## src/dnp_pkg.sv

```systemverilog
package dnp_pkg;

  // configuration space placement: command in bytes 1:0, status in 3:2 of one dword
  localparam logic [9:0] DNP_CMD_STS_DWORD = 10'h001;
  localparam logic [11:0] DNP_CMD_OFFSET = 12'h004;
  localparam logic [11:0] DNP_STS_OFFSET = 12'h006;
  localparam int DNP_CFG_AW = 10;
  localparam int DNP_CFG_DW = 32;
  localparam int DNP_CFG_BEW = 4;
  localparam int DNP_REG_W = 16;

  // command field positions
  localparam int DNP_CMD_IO_RESPONSE_ALLOW = 0;
  localparam int DNP_CMD_MEM_RESPONSE_ALLOW = 1;
  localparam int DNP_CMD_INITIATOR_ALLOW = 2;
  localparam int DNP_CMD_SPECIAL_CYCLE = 3;
  localparam int DNP_CMD_WRITE_INVALIDATE_ALLOW = 4;
  localparam int DNP_CMD_PALETTE_SNOOP_ALLOW = 5;
  localparam int DNP_CMD_PARITY_RESPONSE_ALLOW = 6;
  localparam int DNP_CMD_STEPPING_ALLOW = 7;
  localparam int DNP_CMD_SYSTEM_ERROR_FORWARD_ALLOW = 8;
  localparam int DNP_CMD_BACK_TO_BACK_ALLOW = 9;
  localparam int DNP_CMD_INT_DISABLE = 10;

  // only bits 10, 8, 6, 2, 1, 0 are storage
  localparam logic [15:0] DNP_CMD_WRITE_MASK = 16'h0547;
  localparam logic [15:0] DNP_CMD_RESET = 16'h0000;

  // status field positions
  localparam int DNP_STS_INT_STATUS = 3;
  localparam int DNP_STS_CAP_LIST = 4;
  localparam int DNP_STS_MASTER_ABORT_RECEIVED = 13;
  localparam int DNP_STS_SYSTEM_ERROR_SENT = 14;
  localparam int DNP_STS_POISONED_TLP_SEEN = 15;
  localparam int DNP_STS_FLAG_N = 2;
  localparam logic [15:0] DNP_STS_RESET = 16'h0010;
  localparam logic [1:0] DNP_STS_FLAG_RESET = 2'h0;

  // error message classes coming up from the secondary side
  typedef enum logic [1:0] {
    DNP_ERR_COR = 2'b00,
    DNP_ERR_NONFATAL = 2'b01,
    DNP_ERR_FATAL = 2'b10,
    DNP_ERR_NONE = 2'b11
  } dnp_err_t;

  // address space of a request arriving on the downstream link
  typedef enum logic [1:0] {
    DNP_SPACE_MEM = 2'b00,
    DNP_SPACE_IO = 2'b01,
    DNP_SPACE_OTHER = 2'b10,
    DNP_SPACE_RSVD = 2'b11
  } dnp_space_t;

endpackage

```

## src/dnp_rw_field.sv

```systemverilog
`timescale 1ns/1ps
`default_nettype none
// byte-lane write register; a write stores a one only in bits of the write mask
module dnp_rw_field #(
  parameter int W = 16,
  parameter logic [W-1:0] RESET_VALUE = '0,
  parameter logic [W-1:0] WRITE_MASK = '1
) (
  // clock and reset
  input wire logic clk,
  input wire logic arst_n,
  // write request
  input wire logic wr_en,
  input wire logic [W/8-1:0] wr_be,
  input wire logic [W-1:0] wr_data,
  // stored value
  output logic [W-1:0] q
);

  logic [W-1:0] field_q;
  logic [W-1:0] field_d;

  // per-lane merge; lanes without an enable keep their old contents
  genvar g;
  generate
    for (g = 0; g < W / 8; g = g + 1) begin : g_lane
      assign field_d[g*8 +: 8] = (wr_en && wr_be[g]) ?
        (wr_data[g*8 +: 8] & WRITE_MASK[g*8 +: 8]) : field_q[g*8 +: 8];
    end
  endgenerate

  always_ff @(posedge clk or negedge arst_n) begin
    if (!arst_n) begin
      field_q <= RESET_VALUE;
    end else begin
      field_q <= field_d;
    end
  end

  assign q = field_q;

endmodule // dnp_rw_field
`default_nettype wire

```

## src/dnp_w1c_flags.sv

```systemverilog
`timescale 1ns/1ps
`default_nettype none
// sticky event flags, cleared by writing one; a set in the clear cycle survives
module dnp_w1c_flags #(
  parameter int N = 2,
  parameter logic [N-1:0] RESET_VALUE = '0
) (
  // clock and reset
  input wire logic clk,
  input wire logic arst_n,
  // hardware events and software clears
  input wire logic [N-1:0] set,
  input wire logic [N-1:0] clr,
  // flag state
  output logic [N-1:0] q
);

  logic [N-1:0] flag_q;
  logic [N-1:0] flag_d;

  // set is or-ed in last so it wins over a same-cycle clear
  assign flag_d = (flag_q & ~clr) | set;

  always_ff @(posedge clk or negedge arst_n) begin
    if (!arst_n) begin
      flag_q <= RESET_VALUE;
    end else begin
      flag_q <= flag_d;
    end
  end

  assign q = flag_q;

endmodule // dnp_w1c_flags
`default_nettype wire

```

## src/dnp_port_cmd_status.sv

```systemverilog
`timescale 1ns/1ps
`default_nettype none
module dnp_port_cmd_status (
  // clock and reset
  input wire logic clk,
  input wire logic arst_n,
  // configuration access from the primary side
  input wire logic cfg_wr_en,
  input wire logic cfg_rd_en,
  input wire logic [dnp_pkg::DNP_CFG_AW-1:0] cfg_addr,
  input wire logic [dnp_pkg::DNP_CFG_BEW-1:0] cfg_be,
  input wire logic [dnp_pkg::DNP_CFG_DW-1:0] cfg_wdata,
  output logic [dnp_pkg::DNP_CFG_DW-1:0] cfg_rdata,
  output logic cfg_rd_ack,
  // own hot-plug interrupt
  input wire logic hp_int_req,
  output logic intx_pri_assert,
  // INTx messages from the downstream link
  input wire logic dn_intx_msg_valid,
  input wire logic [2:0] dn_intx_msg_code,
  output logic up_intx_msg_valid,
  output logic [2:0] up_intx_msg_code,
  // error messages forwarded from the secondary side
  input wire logic sec_err_valid,
  input wire dnp_pkg::dnp_err_t sec_err_type,
  output logic pri_err_valid,
  output dnp_pkg::dnp_err_t pri_err_type,
  // poisoned TLP seen on the internal virtual bus
  input wire logic pri_poison_rx,
  // requests arriving on the downstream link
  input wire logic dn_req_valid,
  input wire dnp_pkg::dnp_space_t dn_req_space,
  output logic dn_req_done,
  output logic dn_req_accept,
  // static enables toward the datapath
  output logic dn_initiate_allow,
  output logic dn_mem_forward_allow,
  output logic dn_io_forward_allow
);
  import dnp_pkg::*;

  // lane mask from byte enables, used for the status half of the dword
  function automatic logic [15:0] dnp_lane_mask(input logic [1:0] be);
    dnp_lane_mask = {{8{be[1]}}, {8{be[0]}}};
  endfunction

  // address decode
  // one dword holds both registers, lanes pick the halves
  logic cfg_hit;
  logic cmd_wr;
  logic [1:0] cmd_be;
  logic [1:0] sts_be;
  logic [15:0] sts_wmask;
  logic [15:0] sts_wdata;

  // command and status share one dword; anything else reads as zero
  assign cfg_hit = (cfg_addr == DNP_CMD_STS_DWORD);
  assign cmd_wr = cfg_wr_en && cfg_hit;
  assign cmd_be = cfg_be[1:0];
  assign sts_be = cfg_be[3:2];
  assign sts_wmask = cmd_wr ? dnp_lane_mask(sts_be) : 16'h0000;
  assign sts_wdata = cfg_wdata[31:16];

  // command register
  // six stored bits, the rest are wired or reserved
  logic [15:0] cmd_q;

  // read-only and reserved bits are masked away before storage
  dnp_rw_field #(
    .W(DNP_REG_W),
    .RESET_VALUE(DNP_CMD_RESET),
    .WRITE_MASK(DNP_CMD_WRITE_MASK)
  ) u_cmd (
    .clk(clk),
    .arst_n(arst_n),
    .wr_en(cmd_wr),
    .wr_be(cmd_be),
    .wr_data(cfg_wdata[15:0]),
    .q(cmd_q)
  );

  // named views of the stored command bits
  logic io_response_allow;
  logic mem_response_allow;
  logic initiator_allow;
  logic parity_response_allow;
  logic system_error_forward_allow;
  logic int_disable;

  // bit picks by package position
  assign io_response_allow = cmd_q[DNP_CMD_IO_RESPONSE_ALLOW];
  assign mem_response_allow = cmd_q[DNP_CMD_MEM_RESPONSE_ALLOW];
  assign initiator_allow = cmd_q[DNP_CMD_INITIATOR_ALLOW];
  // stored and readable, nothing else looks at it
  assign parity_response_allow = cmd_q[DNP_CMD_PARITY_RESPONSE_ALLOW];
  assign system_error_forward_allow = cmd_q[DNP_CMD_SYSTEM_ERROR_FORWARD_ALLOW];
  assign int_disable = cmd_q[DNP_CMD_INT_DISABLE];

  // read image of the command word; hardwired bits are named zeros
  logic back_to_back_allow;
  logic stepping_allow;
  logic palette_snoop_allow;
  logic write_invalidate_allow;
  logic special_cycle_allow;
  logic [15:0] cmd_rd;

  // wired to zero, never stored whatever software writes
  assign back_to_back_allow = 1'b0;
  assign stepping_allow = 1'b0;
  assign palette_snoop_allow = 1'b0;
  assign write_invalidate_allow = 1'b0;
  assign special_cycle_allow = 1'b0;

  // every bit placed by its package position; 15:11 stay reserved zero
  always_comb begin
    cmd_rd = 16'h0000;
    cmd_rd[DNP_CMD_IO_RESPONSE_ALLOW] = io_response_allow;
    cmd_rd[DNP_CMD_MEM_RESPONSE_ALLOW] = mem_response_allow;
    cmd_rd[DNP_CMD_INITIATOR_ALLOW] = initiator_allow;
    cmd_rd[DNP_CMD_SPECIAL_CYCLE] = special_cycle_allow;
    cmd_rd[DNP_CMD_WRITE_INVALIDATE_ALLOW] = write_invalidate_allow;
    cmd_rd[DNP_CMD_PALETTE_SNOOP_ALLOW] = palette_snoop_allow;
    cmd_rd[DNP_CMD_PARITY_RESPONSE_ALLOW] = parity_response_allow;
    cmd_rd[DNP_CMD_STEPPING_ALLOW] = stepping_allow;
    cmd_rd[DNP_CMD_SYSTEM_ERROR_FORWARD_ALLOW] = system_error_forward_allow;
    cmd_rd[DNP_CMD_BACK_TO_BACK_ALLOW] = back_to_back_allow;
    cmd_rd[DNP_CMD_INT_DISABLE] = int_disable;
  end

  // error message forwarding to the primary side
  // one register stage, so messages keep their order
  logic err_is_cor;
  logic err_is_severe;
  logic err_fwd;
  logic severe_sent;

  // message class decode; the unused code falls in neither class
  assign err_is_cor = (sec_err_type == DNP_ERR_COR);
  assign err_is_severe = (sec_err_type == DNP_ERR_NONFATAL) ||
                         (sec_err_type == DNP_ERR_FATAL);
  // correctable ones never look at the enable
  assign err_fwd = sec_err_valid &&
                   (err_is_cor ||
                    (err_is_severe && system_error_forward_allow));
  assign severe_sent = sec_err_valid && err_is_severe &&
                       system_error_forward_allow;

  // registered message toward the primary side
  logic pri_err_valid_q;
  dnp_err_t pri_err_type_q;

  // one-cycle message strobe, type held until the next message
  always_ff @(posedge clk or negedge arst_n) begin
    if (!arst_n) begin
      pri_err_valid_q <= 1'b0;
      pri_err_type_q <= DNP_ERR_NONE;
    end else begin
      pri_err_valid_q <= err_fwd;
      if (err_fwd) begin
        pri_err_type_q <= sec_err_type;
      end
    end
  end

  // status flags
  // two sticky flags; everything else is wired except the registered interrupt pending bit
  logic [1:0] flag_set;
  logic [1:0] flag_clr;
  logic [1:0] flag_q;

  // poison sets the flag whatever the parity response bit holds
  assign flag_set = {pri_poison_rx, severe_sent};
  // only a one in an enabled lane clears; zeros leave the flag
  assign flag_clr = {sts_wdata[DNP_STS_POISONED_TLP_SEEN] &
                     sts_wmask[DNP_STS_POISONED_TLP_SEEN],
                     sts_wdata[DNP_STS_SYSTEM_ERROR_SENT] &
                     sts_wmask[DNP_STS_SYSTEM_ERROR_SENT]};

  dnp_w1c_flags #(
    .N(DNP_STS_FLAG_N),
    .RESET_VALUE(DNP_STS_FLAG_RESET)
  ) u_flags (
    .clk(clk),
    .arst_n(arst_n),
    .set(flag_set),
    .clr(flag_clr),
    .q(flag_q)
  );

  // named views of the flag bits; abort is never raised
  logic poisoned_tlp_seen;
  logic system_error_sent;
  logic master_abort_received;

  assign poisoned_tlp_seen = flag_q[1];
  assign system_error_sent = flag_q[0];
  assign master_abort_received = 1'b0;

  // own interrupt: pending state and gated assertion
  // disable bit gates the message, never the pending state
  logic int_pending_q;
  logic intx_assert_q;
  logic intx_assert_d;

  // pending shows in status even while the message is blocked
  assign intx_assert_d = hp_int_req && !int_disable;

  always_ff @(posedge clk or negedge arst_n) begin
    if (!arst_n) begin
      int_pending_q <= 1'b0;
      intx_assert_q <= 1'b0;
    end else begin
      int_pending_q <= hp_int_req;
      intx_assert_q <= intx_assert_d;
    end
  end

  // read image of the status word; writes never touch read-only bits
  logic cap_list;
  logic [15:0] sts_rd;

  // capability bit always reads its reset value
  assign cap_list = DNP_STS_RESET[DNP_STS_CAP_LIST];
  // descending from bit 15; bits 12:5 and 2:0 read zero
  assign sts_rd = {poisoned_tlp_seen,
                   system_error_sent,
                   master_abort_received,
                   8'h00,
                   cap_list,
                   int_pending_q,
                   3'h0};

  // downstream INTx message pass-through
  // messages of other functions, so the disable bit is ignored
  // one-deep copy of the message
  logic up_intx_valid_q;
  logic [2:0] up_intx_code_q;

  // one register stage, no dependence on the disable bit
  always_ff @(posedge clk or negedge arst_n) begin
    if (!arst_n) begin
      up_intx_valid_q <= 1'b0;
      up_intx_code_q <= 3'h0;
    end else begin
      up_intx_valid_q <= dn_intx_msg_valid;
      if (dn_intx_msg_valid) begin
        up_intx_code_q <= dn_intx_msg_code;
      end
    end
  end

  // downstream request gating
  // verdicts and enables share one clock of latency
  // per-space verdicts before registering
  logic mem_ok;
  logic io_ok;
  logic req_ok;

  // the initiator bit masks both spaces, then each has its own enable
  assign mem_ok = initiator_allow && mem_response_allow;
  assign io_ok = initiator_allow && io_response_allow;
  assign req_ok = (dn_req_space == DNP_SPACE_MEM) ? mem_ok :
                  (dn_req_space == DNP_SPACE_IO) ? io_ok :
                  (dn_req_space == DNP_SPACE_OTHER);

  // registered verdict and enables
  logic req_done_q;
  logic req_accept_q;
  logic init_allow_q;
  logic mem_fwd_q;
  logic io_fwd_q;

  // verdict one cycle after the request; enables lag the command by one
  always_ff @(posedge clk or negedge arst_n) begin
    if (!arst_n) begin
      req_done_q <= 1'b0;
      req_accept_q <= 1'b0;
      init_allow_q <= 1'b0;
      mem_fwd_q <= 1'b0;
      io_fwd_q <= 1'b0;
    end else begin
      req_done_q <= dn_req_valid;
      req_accept_q <= dn_req_valid && req_ok;
      init_allow_q <= initiator_allow;
      mem_fwd_q <= mem_ok;
      io_fwd_q <= io_ok;
    end
  end

  // read path
  // read and write in one cycle: the read sees the old value
  // registered read answer
  logic [31:0] rd_word;
  logic [31:0] rdata_q;
  logic rd_ack_q;

  // unmapped dwords answer with zero rather than holding old data
  assign rd_word = cfg_hit ? {sts_rd, cmd_rd} : 32'h0000_0000;

  always_ff @(posedge clk or negedge arst_n) begin
    if (!arst_n) begin
      rdata_q <= 32'h0000_0000;
      rd_ack_q <= 1'b0;
    end else begin
      rd_ack_q <= cfg_rd_en;
      if (cfg_rd_en) begin
        rdata_q <= rd_word;
      end
    end
  end

  // outputs, all straight from flip-flops
  // plain renames, no logic past the registers
  assign cfg_rdata = rdata_q;
  assign cfg_rd_ack = rd_ack_q;
  assign intx_pri_assert = intx_assert_q;
  assign up_intx_msg_valid = up_intx_valid_q;
  assign up_intx_msg_code = up_intx_code_q;
  assign pri_err_valid = pri_err_valid_q;
  assign pri_err_type = pri_err_type_q;
  assign dn_req_done = req_done_q;
  assign dn_req_accept = req_accept_q;
  assign dn_initiate_allow = init_allow_q;
  assign dn_mem_forward_allow = mem_fwd_q;
  assign dn_io_forward_allow = io_fwd_q;

endmodule // dnp_port_cmd_status
`default_nettype wire

```

## config.mk

```make
export PLATFORM = sky130hd
export DESIGN_NAME = dnp_port_cmd_status
export DESIGN_NICKNAME = d
export VERILOG_FILES = /design/src/dnp_pkg.sv /design/src/dnp_rw_field.sv /design/src/dnp_w1c_flags.sv /design/src/dnp_port_cmd_status.sv
export SDC_FILE = /design/constraint.sdc
export NUM_CORES = 1
export LEC_CHECK = 0
export BUFFER_PORTS_ARGS = -buffer_cell sky130_fd_sc_hd__buf_2
export CORE_MARGIN = 1
export CORE_UTILIZATION = 30
export DETAILED_ROUTE_END_ITERATION = 16
export GPL_TIMING_DRIVEN = 0
export PLACE_DENSITY_LB_ADDON = 0.1
export SYNTH_ARGS = -nofsm -noshare
export SYNTH_HDL_FRONTEND = slang
export SYNTH_SLANG_ARGS = --single-unit
```

## constraint.sdc

```tcl
create_clock -name clk -period 2.1 [get_ports clk]
set_input_delay 0.21 -clock clk [delete_from_list [all_inputs] [get_ports clk]]
set_output_delay 0.21 -clock clk [all_outputs]
set_load 0.01 [all_outputs]
```

==> results of run 1 <==
worst max-delay path: stages:
cell      delay (ns)
buf_2           0.09
clkbuf_1        0.38
clkbuf_1        0.42
o22ai_1         0.16
layer usage:
metal | global-route usage (%) | part of all wire (%) | wire, microns | up-vias
li1 | - | - | - | 550
met1 | 13.8 | 41 | 1230 | 511
met2 | 21.7 | 52 | 1570 | 47
met3 | 3.33 | 5.7 | 172 | 2
met4 | 5.23 | 1.1 | 32 | 0
met5 | 0 | 0 | 0 | -
sequential cells by signal (all words and copies together), names as in the netlist:
name,cells
dn_initiate_allow,1
pri_err_type,2
dn_io_forward_allow,1
dn_req_done,1
up_intx_msg_valid,1
u_cmd.q,6
dn_req_accept,1
intx_pri_assert,1
dn_mem_forward_allow,1
up_intx_msg_code,3
cfg_rdata,10
int_pending_q,1
cfg_rd_ack,1
u_flags.q,2
pri_err_valid,1
placed cells by master (no fill, tap or decap):
cell type / Yosys / routed
dfstp_2: 2 / 2
nand2_1: 10 / 10
a21oi_1: 1 / 1
o21ai_0: 1 / 1
mux2_1: 3 / 3
nor4_4: 2 / 2
dfrtp_1: 31 / 31
nand4_2: 1 / 1
nand4_1: 2 / 2
and2_1: 5 / 5
nand3_1: 1 / 1
mux2i_1: 1 / 1
and2b_1: 1 / 1
and3_1: 1 / 1
nand4b_1: 2 / 2
clkbuf_8: 0 / 6
buf_4: 22 / 22
ha_1: 1 / 1
conb_1: 1 / 22
a21o_1: 1 / 1
nor2b_1: 1 / 1
a32o_1: 1 / 1
clkbuf_1: 2 / 3
o22ai_1: 9 / 9
mux2_2: 8 / 8
inv_1: 13 / 13
o22a_1: 1 / 1
buf_2: 1 / 61
metrics by stage:
step	setup WS [ns]	cells
after floorplan	0.904	146
after global placement	0.694	273
after detailed placement	0.657	273
after CTS	0.941	280
after global routing	0.800	280
final	0.966	280
worst max path at each step:
stage	from	end	slack (ns)	cells after the start
after floorplan	sec_err_type[0]	pri_err_type[0]	0.90	5
after global placement	cfg_rd_en	cfg_rdata[6]	0.69	4
after detailed placement	cfg_rd_en	cfg_rdata[6]	0.66	4
after CTS	cfg_rd_en	cfg_rdata[8]	0.94	5
after global routing	cfg_rd_en	cfg_rdata[8]	0.80	5
final	cfg_rd_en	cfg_rdata[10]	0.97	4
final cells by class:
class	count	share of cell area (%)
Clock buffer	7	4.26
Tap cell	67	4.14
Buffer	25	8.77
Inverter	13	2.41
Timing Repair Buffer	60	14.8
Sequential cell	33	40.9
Multi-Input combinational cell	75	24.7
logic make-up (layout without fill, tap and decap cells):
logic type,after synthesis,count (layout),synth area share [%]
buffers and inverters,38,105,15.3
flip-flops,33,33,56.1
AND/OR/NAND/NOR,26,26,12.1
AO/OA/AOI/OAI,14,14,6.27
multiplexers,12,12,9.07
adder cells (fa/ha/maj),1,1,0.847
other,1,22,0.254
Yosys cell counts, drive strengths merged:
cell,number
a21oi,1
and2,5
nand3,1
buf,23
and3,1
nor2b,1
dfstp,2
mux2,11
nand2,10
mux2i,1
nor4,2
ha,1
inv,13
o21ai,1
o22ai,9
dfrtp,31
clkbuf,2
conb,1
nand4b,2
nand4,3
and2b,1
a32o,1
a21o,1
o22a,1
power breakdown:
group / internal, mW / leakage [nW] / switching (mW)
Sequential: 0.663 / 0.429 / 0.00887
Combinational: 0.0849 / 0.628 / 0.0857
Clock: 0.260 / 0.0443 / 0.205
Total: 1.01 / 1.10 / 0.299
==> impl_metrics.toml, run 1 <==
[finish]
synthToLayoutAreaGrowth_pct = 37.2
drive_gt1_share_pct = 47.9
regArea_sq_um = 828
post-route-util_pct = 42.9
multiInputGateArea_sq_um = 500
n_antenna_cell = 0
fin_area_sq_mm = 0.00203
fin_nets = 276
nFillCells = 476

[clock_network]
postCtsSetupBuffers = 0
htree_num_levels = 2
cts_tree = "yes"
clkTransAtPathRegs_ns = 0.06
clock_path_buffers = 2
cts.sinks = 33
cts_root_buf = "clkbuf_8"
numCtsBuffers = 5
ctsHoldBuffers = 0
clk_latency_ns = 0.27
cts_resized = 0

[placed_design]
hpwl_mm = 2.34
placed_area_sq_mm = 0.00194
port-buffer-count = 60
gp_congestion = 0.672

[sta]
finalCriticalPeriod_ns = 1.13
finalHoldWorstSlack_ns = -0.0123
fmax_ghz = 0.882
finalHoldViolCount = 29
period_share_pct = 54.0
setup-tns-final_ns = 0
rsz0062_at_grt = "false"
clock_skew_ns = 0.00425
drv_slew = 0
setup-violations-final = 0
worstMarginPinSlew_ns = 0.714
relSlewSlack_pct = 52.4

[status]
violations = "negative hold slack"
outcome = "complete, but fails checks"

[critical_path]
crit_arrival_ns = 1.27
cp-end-kind = "flop"
r2r_setup_slack_ns = 1.00
cp-start-kind = "primary input"
crit_type = "in -> reg"
r2r-start = "u_cmd.q[8]"
cp_max_fo = 10
r2r_cells = 3
critical_path_required_ns = 2.24
r2r_end = "pri_err_type[0]"

[logic_synthesis]
yosysSeqAreaShare_pct = 56.1
synth_warnings = 0
synthTopCellsByArea = "dfrtp_1, buf_4, mux2_2"
synth_area_per_cell_sq_um = 11.8
synth-seq-cells = 33
yosys.area.top_type = "dfrtp_1"
synth_area_sq_mm = 0.00148
synth_cell_type_count = 27
synthDominantCellAreaShare_pct = 52.5
syn_inst = 125

[detailed_routing]
dr.pass1.iters = 4
postRouteAntennaNets = 0
vias = 1110
vias_per_cell = 3.96
dr.first_iter.drc_count = 16
wire_per_inst_microns = 10.8
drc = 0
drt_wl_total_mm = 3.01

[job]
drv_cap = 0

[global_route]
grt_pass1_wl_mm = 4.87
grt_pass1_vias = 1122
antenna_found_initial = 0
overflow = 0
grt_max_degree = 34
grt_use_total_pct = 12.2

[pwr]
total_power_mw = 1.31
ir_drop_uv = 189
power_density_mw_per_mm2 = 645
leakage_nw = 1.10

[floorplanning]
die_w_microns = 72.2
rows = 25
fp.dieH_microns = 72.2
core_area_sq_mm = 0.00472
die-area_sq_mm = 0.00521
io_pins = 108
start_util_pct = 31.3

[worst_hold_path]
hp-class = "in -> async"
Power figures use the tool's default switching activity.
==> inputs of run 2 (changes only) <==
--- a/config.mk
+++ b/config.mk
@@ -5,6 +5,7 @@
 export SDC_FILE = /design/constraint.sdc
 export NUM_CORES = 1
 export LEC_CHECK = 0
+export ABC_AREA = 1
 export BUFFER_PORTS_ARGS = -buffer_cell sky130_fd_sc_hd__buf_2
 export CORE_MARGIN = 1
 export CORE_UTILIZATION = 30
==> constraint.sdc (replaced) <==
create_clock -name clk -period 1.2 [get_ports clk]
set_input_delay 0.12 -clock clk [delete_from_list [all_inputs] [get_ports clk]]
set_output_delay 0.12 -clock clk [all_outputs]
set_load 0.01 [all_outputs]
==> impl_metrics.toml, run 2 <==
[critical_path]
r2r_cells = 3
r2r-start = "u_cmd.q[2]"
r2r_setup_slack_ns = 0.25
path_buf_inv = 1
cp_max_fo = 2
cp-end-kind = "output port"
crit_start = "pri_err_type[0]"
crit_arrival_ns = 0.93
critical_path_required_ns = 1.08
worst_path_dominant_cell_family = "flip-flops"
slowest_delay_ns = 0.53
cp-start-kind = "flop"
slowest_stage = "dfstp_2"
crit_chain = "buf_2"
crit_type = "reg -> out"
r2r_end = "dn_req_accept"

[clock_network]
numCtsBuffers = 5
cts.sinks = 33
postCtsSetupBuffers = 0
clock_path_buffers = 2
clk_latency_ns = 0.28
htree_num_levels = 2
cts_root_buf = "clkbuf_8"
cts_tree = "yes"
clkTransAtPathRegs_ns = 0.07

[logic_synthesis]
yosysSeqAreaShare_pct = 57.5
synth_warnings = 0
synth_compound_area_share_pct = 6.95
synthAdderAreaFrac_pct = 0.869
synthDominantCellAreaShare_pct = 53.9
synth_area_sq_mm = 0.00144
synthTopCellsByArea = "dfrtp_1, buf_4, inv_1"
synth-seq-cells = 33
post-synth-top-count-cell = "dfrtp_1"
synth_area_per_cell_sq_um = 10.1
syn_inst = 143
synth_cell_type_count = 20
yosys.area_share.simple_pct = 12.7
synth_edf_count = 0
synthMuxAreaShare_pct = 3.13
synthArstFlopShare_pct = 100
yosys.area.top_type = "dfrtp_1"
synth_top_family_by_area = "buffers and inverters"
ys_top_cells_by_count = "dfrtp_1, buf_4, inv_1, nand2_1"
ys.flop_type = "dfrtp_1"
synth_xor_area_share_pct = 0

[worst_hold_path]
whs_endpoint = "u_flags.q[1]"
hp-class = "in -> reg"
min-delay-start = "pri_poison_rx"
hold_depth = 3

[sta]
finalCriticalPeriod_ns = 1.05
finalHoldViolCount = 0
drv_slew = 0
worstMarginPinSlew_ns = 0.722
fmax_ghz = 0.949
fin_ws_ns = 0.146
rsz0062_at_grt = "false"
setup-violations-final = 0
setup-tns-final_ns = 0
clock_skew_ns = 0.00457
relSlewSlack_pct = 51.9
period_share_pct = 87.8

[detailed_routing]
dr.pass1.iters = 10
wire_per_inst_microns = 9.84
drt_wl_total_mm = 2.84
vias = 1180
dr.first_iter.drc_count = 48
postRouteAntennaNets = 0
drc = 8
vias_per_cell = 4.08

[global_route]
grt_max_degree = 34
antenna_found_initial = 0
overflow = 0
grt_pass1_wl_mm = 4.85
grt_pass1_vias = 1117
grt_use_total_pct = 12.4

[floorplanning]
die_w_microns = 71.3
rows = 24
die-area_sq_mm = 0.00508
fp.dieH_microns = 71.3
start_util_pct = 32.2
core_area_sq_mm = 0.00447
io_pins = 108

[finish]
fin_cells = 289
drive_gt1_share_pct = 42.6
fin_nets = 299
largest_register_ffs = 10
layout_common_cells = "buf_2, dfrtp_1, inv_1, buf_4, conb_1"
synthToLayoutAreaGrowth_pct = 41.4
final_common_cell = "buf_2"
n_antenna_cell = 0

[status]
outcome = "complete, but fails checks"
violations = "design-rule violations"

[placed_design]
gp_congestion = 0.659
placedCellCount = 276
pre_cts_slack_ns = 0.0880
port-buffer-count = 60
hpwl_mm = 2.11

[job]
drv_cap = 0

[pwr]
power_density_mw_per_mm2 = 1170
total_power_mw = 2.38
ir_drop_uv = 370
leakage_nw = 1.15
-- run 2: cell count changes in the layout (fill, tap and decap cells not counted), moves of 3 or more --
| cell | delta |
|---|---|
| and2_1 | -5 |
| dlygate4sd3_1 | +5 |
| inv_1 | +9 |
| mux2_1 | -3 |
| mux2_2 | -4 |
| nand2_1 | +4 |
| nand3_1 | +11 |
| nor2_1 | +7 |
| o21ai_0 | +11 |
| o21ai_1 | +4 |
| o22ai_1 | -9 |
-- run 2: worst max path at each step --
stage          depth (start not counted)  slack, ns               to
6_report                               1       0.15  pri_err_type[0]
5_1_grt                                1       0.11  pri_err_type[0]
4_1_cts                                1       0.14  pri_err_type[0]
3_3_place_gp                           4       0.09    cfg_rdata[31]
3_5_place_dp                           4       0.09    cfg_rdata[31]
2_1_floorplan                          7       0.31     u_flags.q[0]
-- run 2: layout make-up --
| type | count | area, sq um |
|---|---|---|
| inverter | 22 | 82.6 |
| buffer | 25 | 185 |
| timing repair buffer | 65 | 350 |
| fill | 439 | 2440 |
| clock inverter | 1 | 5.00 |
| sequential | 33 | 828 |
| multi-input combinational | 84 | 423 |
| tap | 52 | 65.1 |
| clock buffer | 7 | 96.3 |
-- run 2: logic make-up after synthesis --
family                   Yosys count
AO/OA/AOI/OAI                     19
adder cells (fa/ha/maj)            1
buffers and inverters             47
flip-flops                        33
multiplexers                       4
other                              1
AND/OR/NAND/NOR                   38
-- run 2: stage by stage --
stage / utilization [%] / hold WS (ns) / area, sq um
2_1_floorplan: - / -0.176 / 1520
3_3_place_gp: 42.1 / 0.229 / 1880
3_5_place_dp: 42.1 / 0.225 / 1880
4_1_cts: 45.5 / 0.0115 / 2040
5_1_grt: 45.5 / 0.0254 / 2040
6_report: 45.5 / 0.0175 / 2040
-- run 2: power breakdown --
part	total, mW	switching (mW)	leakage [nW]	internal, mW
clock network	0.915	0.397	0.0542	0.518
logic	0.290	0.144	0.671	0.146
registers	1.17	0.0144	0.429	1.16
-- run 2: routing by layer --
layer / track usage, % / share of wire, %
met5: 0 / 0
met4: 6.00 / 2.1
met3: 4.92 / 11
met2: 18.9 / 42
met1: 15.3 / 45
-- run 2: what timing repair did --
item,CTS,global route
hold endpoints to repair,35,0
hold buffers,5,0
resized for setup,0,0
-- run 2: worst register-to-register path, delay by kind of cell, from the launching register on --
kind	cells	cell delay, ns
compound gates	1	0.28
simple gates	1	0.08
buf+inv	1	0.05
flops	1	0.43
==> inputs of run 3 (changes only) <==
==> constraint.sdc (replaced) <==
create_clock -name clk -period 1.2 [get_ports clk]
set_input_delay 0.24 -clock clk [delete_from_list [all_inputs] [get_ports clk]]
set_output_delay 0.24 -clock clk [all_outputs]
set_load 0.01 [all_outputs]
==> impl_metrics.toml, run 3 (same netlist as run 2, synthesis figures left out) <==
[status]
outcome = "complete, but fails checks"
violations = "design-rule violations"

[critical_path]
worst_path_dominant_cell_family = "flip-flops"
critical_path_required_ns = 0.96
cp-start-kind = "flop"
cp_max_fo = 2
crit_chain = "buf_6"
slowest_delay_ns = 0.54
r2r-start = "u_cmd.q[2]"
crit_start = "pri_err_type[0]"
path_buf_inv = 1
crit_type = "reg -> out"
crit_arrival_ns = 0.92
slowest_stage = "dfstp_2"
cp-end-kind = "output port"

[floorplanning]
start_util_pct = 32.2
die-area_sq_mm = 0.00508
core_area_sq_mm = 0.00447
io_pins = 108
rows = 24
die_w_microns = 71.3
fp.dieH_microns = 71.3

[clock_network]
cts_root_buf = "clkbuf_8"
clk_latency_ns = 0.28
clock_path_buffers = 2
clkTransAtPathRegs_ns = 0.07
numCtsBuffers = 5
htree_num_levels = 2
postCtsSetupBuffers = 0
cts.sinks = 33
cts_tree = "yes"

[finish]
drive_gt1_share_pct = 43.5
largest_register_ffs = 10
final_common_cell = "buf_2"
synthToLayoutAreaGrowth_pct = 38.7
layout_common_cells = "buf_2, dfrtp_1, inv_1, buf_4, conb_1"
n_antenna_cell = 0
fin_nets = 294
fin_area_sq_mm = 0.00200

[global_route]
overflow = 0
antenna_found_initial = 0
grt_pass1_vias = 1087
grt_max_degree = 34
grt_pass1_wl_mm = 4.75
grt_use_total_pct = 12.2

[placed_design]
placed_area_sq_mm = 0.00188
port-buffer-count = 60
hpwl_mm = 2.11
gp_congestion = 0.659

[detailed_routing]
dr.first_iter.drc_count = 50
drt_wl_total_mm = 2.80
wire_per_inst_microns = 9.87
postRouteAntennaNets = 0
vias = 1158
vias_per_cell = 4.08
drc = 8
dr.pass1.iters = 10

[pwr]
power_frac_seq_pct = 49.3
ir_drop_uv = 371
total_power_mw = 2.38
power_switching_mw = 0.557
power_density_mw_per_mm2 = 1190
combPwrFrac_pct = 12.2
p_clk_share_pct = 38.5
power.share.switching_pct = 23.4
leakage_nw = 1.14
p_int_mw = 1.82

[sta]
fmax_ghz = 0.862
relSlewSlack_pct = 52.0
period_share_pct = 96.6
worstMarginPinSlew_ns = 0.720
finalHoldViolCount = 0
clock_skew_ns = 0.00410
finalHoldWorstSlack_ns = 0.00755
setup-violations-final = 0
finalCriticalPeriod_ns = 1.16
rsz0062_at_grt = "false"
drv_slew = 0

[job]
drv_cap = 0

[worst_hold_path]
hp-class = "in -> async"
run 3: cell types whose count changed in the layout (fill, tap and decap cells not counted):
| cell | change |
|---|---|
| dlygate4sd3_1 | -5 |
| buf_6 | +2 |
| buf_2 | -2 |
run 3: worst paths after layout:
path / cells past startpoint / slack, ns / end
worst max-delay path: 1 / 0.04 / pri_err_type[0]
worst min-delay path: 1 / 0.008 / u_cmd.q[0]
worst max register to register: 3 / 0.25 / dn_req_accept
worst min register to register: 1 / 0.46 / intx_pri_assert
max in group asynchronous: 1 / 0.72 / intx_pri_assert
min in group clk: 1 / 0.08 / dn_req_done
run 3: final cells by class:
class                      count  area (sq um)
multi-input combinational     84           423
tap                           52          65.1
clock inverter                 1          5.00
sequential                    33           828
buffer                        25           185
timing repair buffer          60           313
inverter                      22          82.6
fill                         440          2480
clock buffer                   7          96.3
run 3: power by group through the flow:
stage               clock, mW  combinational (mW)  sequential (mW)
global placement            0               0.278             1.19
CTS                     0.943               0.280             1.17
floorplan                   0               0.134             1.21
global route             1.00               0.326             1.18
detailed placement          0               0.280             1.19
finish                  0.916               0.290             1.17
run 3: layer usage:
layer	share of wire (%)	GRT usage [%]	vias to the layer above	wire [microns]
met1	46	15.2	499	1280
met4	2.1	6.00	0	59
met3	11	4.92	6	301
met2	41	18.3	67	1160
li1	-	-	586	-
met5	0	0	-	0
run 3: what timing repair did:
item | 4_1_cts | 5_1_grt
resized for setup | 0 | 2
hold buffers | 0 | 0
endpoints found under the setup margin | 0 | 2
run 3: metrics by stage:
stage	setup slack [ns]	utilization, %	TNS (ns)	instances
4_1_cts	0.0164	44.4	0	284
2_1_floorplan	0.187	-	0	164
5_1_grt	0.00275	44.7	0	284
3_3_place_gp	-0.0298	42.1	-0.137	276
6_report	0.0402	44.7	0	284
3_5_place_dp	-0.0320	42.1	-0.208	276
